File: src/hw/dim_ctrl_pkg.sv
// Contract
// - First rise enables, all currents stay zero
// - First falling edge sets level 31 mA
// - Each later falling edge lowers one mA
// - Thirty-second counted pulse reaches zero level
// - Pulse at zero wraps level to 31
// - Low for 1.5 ms enters shutdown
// - Pulse rates 5 kHz to 1 MHz counted
// - One level drives all four channels together
// - Undervoltage disables every LED channel
// - Shutdown puts channels high impedance, zero current
// - Pump starts 1x, stays while regulating
// - Switch to 1.5x after 400 us delay
// - Mode sequence restarts on power-up, shutdown exit
`default_nettype none

package dim_ctrl_pkg;

  localparam int         CHANNELS     = 4;
  localparam int         LEVEL_W      = 5;
  localparam logic [4:0] LEVEL_FULL   = 5'h1f;
  localparam logic [4:0] LEVEL_STEP   = 5'h01;
  localparam logic [4:0] LEVEL_ZERO   = 5'h00;
  localparam logic [4:0] LEVEL_RESET  = 5'h00;

  localparam int CLK_PERIOD_NS  = 8;
  localparam int T_OFF_NS       = 1500000;
  localparam int T_PUMP_NS      = 400000;
  localparam int T_OFF_CYCLES   = T_OFF_NS / CLK_PERIOD_NS;
  localparam int T_PUMP_CYCLES  = T_PUMP_NS / CLK_PERIOD_NS;

  typedef enum logic [1:0] {
    ST_SHUTDOWN = 2'b00,
    ST_ARMED    = 2'b01,
    ST_DIMMING  = 2'b10
  } state_t;

  // Pins that arrive from outside the clock domain
  typedef struct packed {
    logic en;
    logic uv;
    logic reg_lost;
  } pin_t;

  localparam pin_t PIN_RESET = 3'h0;

  typedef struct packed {
    pin_t s1;
    pin_t s2;
    pin_t s3;
    pin_t level;
  } sync_t;

  typedef struct packed {
    state_t                state;
    logic [LEVEL_W-1:0]    level;
    logic                  unpulsed;
    logic                  pump_1p5x;
    logic                  en_prev;
    logic                  enabled;
    logic [CHANNELS-1:0]   sink_on;
    logic [CHANNELS-1:0]   hiz;
  } ctrl_t;

  localparam ctrl_t CTRL_RESET = '{
    state:     ST_SHUTDOWN,
    level:     LEVEL_RESET,
    unpulsed:  1'b1,
    pump_1p5x: 1'b0,
    en_prev:   1'b0,
    enabled:   1'b0,
    sink_on:   4'h0,
    hiz:       4'hf
  };

endpackage

`default_nettype wire

File: src/hw/led_dim_ctrl.sv
`default_nettype none

module led_dim_ctrl
  import dim_ctrl_pkg::*;
#(
  parameter int OFF_CYCLES  = T_OFF_CYCLES,
  parameter int PUMP_CYCLES = T_PUMP_CYCLES
) (
  input  wire logic                i_clk,
  input  wire logic                i_rst_b,
  input  wire logic                i_enable_dim_input,
  input  wire logic                i_supply_uv,
  input  wire logic                i_pump_reg_lost,
  output logic [LEVEL_W-1:0]       o_led_level,
  output logic [CHANNELS-1:0]      o_led_sink_on,
  output logic [CHANNELS-1:0]      o_led_sink_hiz,
  output logic                     o_pump_1p5x,
  output logic                     o_enabled,
  output logic                     o_shutdown
);

  ////////////////////////////////////////////////////////////////////////////
  // Pin synchronisers and timers

  pin_t  pins_raw;
  pin_t  pins;
  logic  off_done;
  logic  pump_done;
  logic  en_rise;
  logic  en_fall;
  logic  pump_run;
  ctrl_t ff;
  ctrl_t nxt_ff;

  assign pins_raw = '{en: i_enable_dim_input, uv: i_supply_uv, reg_lost: i_pump_reg_lost};

  pin_sync u_sync (
    .i_clk   (i_clk),
    .i_rst_b (i_rst_b),
    .i_pins  (pins_raw),
    .o_level (pins)
  );

  // Low time measured, restarted by any return high
  run_timer #(
    .CYCLES (OFF_CYCLES)
  ) u_off_timer (
    .i_clk   (i_clk),
    .i_rst_b (i_rst_b),
    .i_run   (!pins.en),
    .o_done  (off_done)
  );

  // Continuous loss of regulation while still in 1x
  assign pump_run = ff.enabled && !ff.pump_1p5x && pins.reg_lost && !pins.uv;

  run_timer #(
    .CYCLES (PUMP_CYCLES)
  ) u_pump_timer (
    .i_clk   (i_clk),
    .i_rst_b (i_rst_b),
    .i_run   (pump_run),
    .o_done  (pump_done)
  );

  assign en_rise = pins.en && !ff.en_prev;
  assign en_fall = !pins.en && ff.en_prev;

  ////////////////////////////////////////////////////////////////////////////
  // Control state

  // Any state that may drive the channels
  function automatic logic is_awake(input state_t s);
    return s != ST_SHUTDOWN;
  endfunction

  always_comb
  begin
    nxt_ff         = ff;
    nxt_ff.en_prev = pins.en;
    case (ff.state)
      ST_SHUTDOWN:
      begin
        if (en_rise)
        begin
          nxt_ff.state     = ST_ARMED;
          nxt_ff.level     = LEVEL_ZERO;
          nxt_ff.unpulsed  = 1'b1;
          nxt_ff.pump_1p5x = 1'b0;
        end
      end
      ST_ARMED:
      begin
        if (en_fall && !pins.uv)
        begin
          nxt_ff.state    = ST_DIMMING;
          nxt_ff.level    = LEVEL_FULL;
          nxt_ff.unpulsed = 1'b0;
        end
      end
      ST_DIMMING:
      begin
        if (en_fall && !pins.uv)
        begin
          if (ff.level == LEVEL_ZERO)
          begin
            nxt_ff.level = LEVEL_FULL;
          end
          else
          begin
            nxt_ff.level = ff.level - LEVEL_STEP;
          end
        end
      end
      default:
      begin
        nxt_ff.state = ST_SHUTDOWN;
      end
    endcase

    // Undervoltage drops back to the unpulsed zero state
    if (pins.uv && is_awake(ff.state))
    begin
      nxt_ff.state     = ST_ARMED;
      nxt_ff.level     = LEVEL_ZERO;
      nxt_ff.unpulsed  = 1'b1;
      nxt_ff.pump_1p5x = 1'b0;
    end

    if (off_done && is_awake(ff.state))
    begin
      nxt_ff.state     = ST_SHUTDOWN;
      nxt_ff.level     = LEVEL_ZERO;
      nxt_ff.unpulsed  = 1'b1;
      nxt_ff.pump_1p5x = 1'b0;
    end

    // Pump leaves 1x only after the fixed delay
    if (pump_done && pins.reg_lost && is_awake(ff.state) && !pins.uv && !off_done)
    begin
      nxt_ff.pump_1p5x = 1'b1;
    end

    nxt_ff.enabled = is_awake(nxt_ff.state);
    for (int ch = 0; ch < CHANNELS; ch++)
    begin
      nxt_ff.sink_on[ch] = nxt_ff.enabled && !pins.uv && (nxt_ff.level != LEVEL_ZERO);
      nxt_ff.hiz[ch]     = !nxt_ff.enabled;
    end
  end

  always_ff @(posedge i_clk)
  begin
    if (!i_rst_b)
    begin
      ff <= CTRL_RESET;
    end
    else
    begin
      ff <= nxt_ff;
    end
  end

  assign o_led_level    = ff.level;
  assign o_led_sink_on  = ff.sink_on;
  assign o_led_sink_hiz = ff.hiz;
  assign o_pump_1p5x    = ff.pump_1p5x;
  assign o_enabled      = ff.enabled;
  assign o_shutdown     = ff.hiz[0];

  ////////////////////////////////////////////////////////////////////////////
  // Checking helpers

  logic [5:0]  fall_cnt_ff;
  logic [31:0] low_cnt_ff;
  logic [31:0] lost_cnt_ff;

  always_ff @(posedge i_clk)
  begin
    if (!i_rst_b)
    begin
      fall_cnt_ff <= 6'h00;
      low_cnt_ff  <= 32'h0;
      lost_cnt_ff <= 32'h0;
    end
    else
    begin
      if (!is_awake(ff.state) || pins.uv)
      begin
        fall_cnt_ff <= 6'h00;
      end
      else if (en_fall)
      begin
        fall_cnt_ff <= fall_cnt_ff + 6'h01;
      end
      low_cnt_ff  <= pins.en ? 32'h0 : low_cnt_ff + 32'h1;
      lost_cnt_ff <= pump_run ? lost_cnt_ff + 32'h1 : 32'h0;
    end
  end
endmodule

`default_nettype wire

File: src/hw/pin_sync.sv
`default_nettype none

module pin_sync
  import dim_ctrl_pkg::*;
(
  input  wire logic i_clk,
  input  wire logic i_rst_b,
  input  wire pin_t i_pins,
  output pin_t      o_level
);

  sync_t ff;
  sync_t nxt_ff;

  // Level follows only once stages two and three agree
  always_comb
  begin
    nxt_ff    = ff;
    nxt_ff.s1 = i_pins;
    nxt_ff.s2 = ff.s1;
    nxt_ff.s3 = ff.s2;
    for (int i = 0; i < $bits(pin_t); i++)
    begin
      if (ff.s2[i] == ff.s3[i])
      begin
        nxt_ff.level[i] = ff.s3[i];
      end
    end
  end

  always_ff @(posedge i_clk)
  begin
    if (!i_rst_b)
    begin
      ff <= '{PIN_RESET, PIN_RESET, PIN_RESET, PIN_RESET};
    end
    else
    begin
      ff <= nxt_ff;
    end
  end

  assign o_level = ff.level;

endmodule

`default_nettype wire

File: src/hw/run_timer.sv
`default_nettype none

module run_timer #(
  parameter int CYCLES = 1000
) (
  input  wire logic i_clk,
  input  wire logic i_rst_b,
  input  wire logic i_run,
  output logic      o_done
);

  localparam int W = $clog2(CYCLES + 1);

  typedef struct packed {
    logic [W-1:0] cnt;
    logic         done;
  } tmr_t;

  tmr_t ff;
  tmr_t nxt_ff;

  // Counts consecutive cycles of i_run; drop of i_run restarts it
  always_comb
  begin
    nxt_ff = ff;
    if (!i_run)
    begin
      nxt_ff.cnt  = '0;
      nxt_ff.done = 1'b0;
    end
    else if (ff.cnt == W'(CYCLES - 1))
    begin
      nxt_ff.done = 1'b1;
    end
    else
    begin
      nxt_ff.cnt = ff.cnt + W'(1);
    end
  end

  always_ff @(posedge i_clk)
  begin
    if (!i_rst_b)
    begin
      ff <= '0;
    end
    else
    begin
      ff <= nxt_ff;
    end
  end

  assign o_done = ff.done;

endmodule

`default_nettype wire

File: config.mk
export PLATFORM = sky130hd
export DESIGN_NAME = led_dim_ctrl
export DESIGN_NICKNAME = d
export VERILOG_FILES = /design/src/hw/dim_ctrl_pkg.sv /design/src/hw/led_dim_ctrl.sv /design/src/hw/pin_sync.sv /design/src/hw/run_timer.sv
export SDC_FILE = /design/constraint.sdc
export NUM_CORES = 1
export LEC_CHECK = 0
export BUFFER_PORTS_ARGS = -buffer_cell sky130_fd_sc_hd__buf_2
export CAP_MARGIN = 20
export CORE_ASPECT_RATIO = 0.7
export CORE_MARGIN = 8
export CORE_UTILIZATION = 40
export DETAILED_ROUTE_END_ITERATION = 10
export GPL_ROUTABILITY_DRIVEN = 0
export GPL_TIMING_DRIVEN = 0
export PLACE_DENSITY = 0.58
export SYNTH_ARGS = -nofsm -noshare
export SYNTH_HDL_FRONTEND = slang
export SYNTH_SLANG_ARGS = --single-unit
File: constraint.sdc
create_clock -name i_clk -period 4.8 [get_ports i_clk]
set_clock_uncertainty 0.2 [all_clocks]
set_input_delay 0.72 -clock i_clk [delete_from_list [all_inputs] [get_ports i_clk]]
set_output_delay 0.72 -clock i_clk [all_outputs]
set_load 0.01 [all_outputs]
==> impl_metrics.py <==
metrics = {
    "status": {
        "outcome": "complete, no violations",
    },
    "floorplanning": {
        "fp-row-count": 25,
        "die_h_microns": 85.4,
        "die_w_microns": 115,
        "die_area_sq_um": 9830,
        "ios": 21,
        "core_area_sq_um": 6690,
        "start_util_pct": 41.1,
    },
    "routing": {
        "vias_per_cell": 4.97,
        "vias": 2201,
        "wl_mm": 5.55,
        "drtIter0Drc": 113,
        "wl_per_cell_microns": 12.5,
        "antenna_left": 0,
        "drt_pass1_iterations": 4,
        "drc": 0,
    },
    "cts": {
        "clk_latency_ns": 0.34,
        "numCtsBuffers": 9,
        "h-tree-depth": 3,
        "hold_buffers": 0,
        "cts_tree": "yes",
        "cts_resized": 0,
        "path_clk_slew_ns": 0.07,
        "root_buffer": "clkbuf_8",
        "cts.sinks": 60,
        "clockBufferDepth": 2,
        "post_cts_buffers": 0,
    },
    "placement": {
        "io_buffer_count": 20,
        "dp.cells": 427,
        "dp_hpwl_mm": 3.93,
    },
    "cells_and_area": {
        "layout_common_cells": "dfxtp_1, nor2_1, nand2_1",
        "fillers": 671,
        "finalNonFillerCells": 443,
        "n_antenna_cell": 0,
        "seq_area_sq_um": 1200,
        "layout_commonest_cell": "dfxtp_1",
        "final_nets": 352,
        "area_delta_synth_final_pct": 16.0,
        "layout-drive-gt1-share_pct": 17.2,
        "multiInputGateArea_sq_um": 1380,
        "post-route-util_pct": 47.7,
    },
    "setup_path": {
        "r2r_setup_slack_ns": 2.45,
        "cpPeakStageDelay_ns": 0.61,
        "r2r_start": "u_pump_timer.ff[1]",
        "critPathBufInv": 1,
        "crit_path_end_kind": "flop",
        "crit_fanout": 6,
        "critPathCapture": "u_pump_timer.ff[4]",
        "crit_chain": "ha_1, nand3_1, or4_1, buf_6, nand4_4, xor2_2, nor2_1",
        "cp_top_family": "simple AND/OR/NAND/NOR gates",
        "cp.depth": 7,
        "reg2reg_to": "u_pump_timer.ff[4]",
        "cp-startpoint": "u_pump_timer.ff[1]",
        "crit_slowest_cell": "or4_1",
        "critical_path_class": "reg -> reg",
        "crit_arrival_ns": 2.37,
        "rr_worst_depth": 7,
        "worstSetupStartpointType": "flop",
        "worstPathRequired_ns": 4.81,
    },
    "logic_synthesis": {
        "ys.flop_type": "dfxtp_1",
        "synth_top_area_share_pct": 43.6,
        "synth_largest_area_cell": "dfxtp_1",
        "synth_area_sq_um": 2750,
        "synth_sequential_area_ratio_pct": 43.6,
        "synth-edff-count": 0,
        "synth_seq_cells": 60,
        "synthArstFlopShare_pct": 0,
        "syn_inst": 313,
        "synthTopCellsByArea": "dfxtp_1, nor2_1, xor2_1",
        "syn-num-nets": 321,
        "ys_warn_count": 0,
        "synth_cell_types": 54,
        "postSynthAreaPerCell_sq_um": 8.79,
    },
    "global_routing": {
        "antenna_found_initial": 0,
        "grt_overflow": 0,
        "grtUsageTotal_pct": 12.1,
        "grt_max_degree": 13,
        "grt_first_pass_wirelength_mm": 9.47,
        "grt_pass1_vias": 2016,
    },
    "power_and_ir_drop": {
        "peakVddDrop_uv": 152,
        "static-leakage-power_nw": 1.17,
        "power_density_nw_per_um2": 326,
    },
    "timing": {
        "rsz0062_at_grt": "no",
        "setup_violations": 0,
        "hold_viol": 0,
        "period_needed_ns": 2.35,
        "relSlewSlack_pct": 53.4,
        "setup_tns_ns": 0,
        "timing.final.crit_share_pct": 49.1,
        "worstMarginPinSlew_ns": 0.693,
        "drv_slew": 0,
        "fmax_mhz": 425,
    },
    "min_path": {
        "hold_class": "reg -> reg",
    },
    "job": {
        "cap_viol_max_count": 0,
    },
}
-- how the worst min path moves through the flow --
| stage | startpoint | endpoint | slack (ns) | cells after the start |
|---|---|---|---|---|
| finish | u_sync.ff[10] | u_sync.ff[7] | 0.24 | 1 |
| global route | u_sync.ff[10] | u_sync.ff[7] | 0.27 | 1 |
| CTS | u_sync.ff[11] | u_sync.ff[8] | 0.24 | 1 |
| detailed placement | u_sync.ff[11] | u_sync.ff[8] | 0.22 | 1 |
| global placement | u_sync.ff[10] | u_sync.ff[7] | 0.21 | 1 |
| floorplan | u_sync.ff[9] | u_sync.ff[6] | 0.21 | 1 |
-- state kept, by name, summed over array words and instances (netlist names) --
| signal | cells |
|---|---|
| ff | 3 |
| o_enabled | 1 |
| o_led_level | 5 |
| o_led_sink_hiz | 1 |
| o_led_sink_on | 1 |
| o_pump_1p5x | 1 |
| u_off_timer.ff | 18 |
| u_off_timer.o_done | 1 |
| u_pump_timer.ff | 16 |
| u_pump_timer.o_done | 1 |
| u_sync.ff | 9 |
| u_sync.o_level | 3 |
-- where the power goes --
part / switching [mW] / internal [mW] / leakage, nW / total [mW]
Clock: 0.213 / 0.294 / 0.102 / 0.507
Sequential: 0.00510 / 0.504 / 0.485 / 0.509
Combinational: 0.0137 / 0.0116 / 0.584 / 0.0253
-- worst register-to-register path, stage by stage (launching register included) --
cell	delay, ns
dfxtp_1	0.50
ha_1	0.30
nand3_1	0.19
or4_1	0.61
buf_6	0.17
nand4_4	0.10
xor2_2	0.12
nor2_1	0.05
-- Yosys cell counts, types with 2 or more instances --
library cell   n
a21boi_0       3
a21oi_1       12
a22oi_1        2
a31oi_1        2
and2_1        12
and3_1         4
buf_4         13
clkbuf_1       8
dfxtp_1       60
ha_1           3
inv_1          9
mux2i_1        4
nand2_1       24
nand2b_1       3
nand3_1       13
nand4_1        7
nand4b_1       2
nor2_1        42
nor2b_1        5
nor3_1         5
nor4_1         3
nor4b_1        2
o21ai_0       13
or3_1          7
or3b_2         2
or4_1          2
xnor2_1       12
xor2_1        13
-- cell families after synthesis --
kind of cell / count (synthesis) / share of synthesized area (%)
muxes: 4 / 1.45
AOI/OAI and AO/OA: 44 / 10.3
DFF: 60 / 43.6
buffers and inverters: 31 / 6.27
xor gates and xnor gates: 26 / 8.55
and+or+nand+nor: 145 / 28.4
adders and majority gates: 3 / 1.36
-- metrics by stage --
stage | hold WS (ns) | power [mW] | area, sq um | setup WS [ns]
global route | 0.271 | 1.08 | 3190 | 2.33
global placement | 0.214 | 0.545 | 2970 | 2.53
CTS | 0.241 | 1.06 | 3190 | 2.43
floorplan | 0.212 | 0.537 | 2750 | 2.72
finish | 0.237 | 1.04 | 3190 | 2.45
detailed placement | 0.222 | 0.546 | 2970 | 2.50
-- layer usage --
metal	wire length, microns	global-route usage (%)	vias up
li1	-	-	1141
met1	2890	16.1	999
met2	2260	17.2	55
met3	351	4.18	6
met4	54	5.34	0
met5	0	0	-
-- cell type report --
cell class,count,share of cell area (%)
inverter,9,1.06
buffer,22,4.35
timing repair buffer,20,3.13
clock inverter,7,3.13
clock buffer,9,3.88
sequential,60,37.6
tap,94,3.68
multi-input combinational,222,43.2
Note: power is estimated with default switching activity, not from simulation.
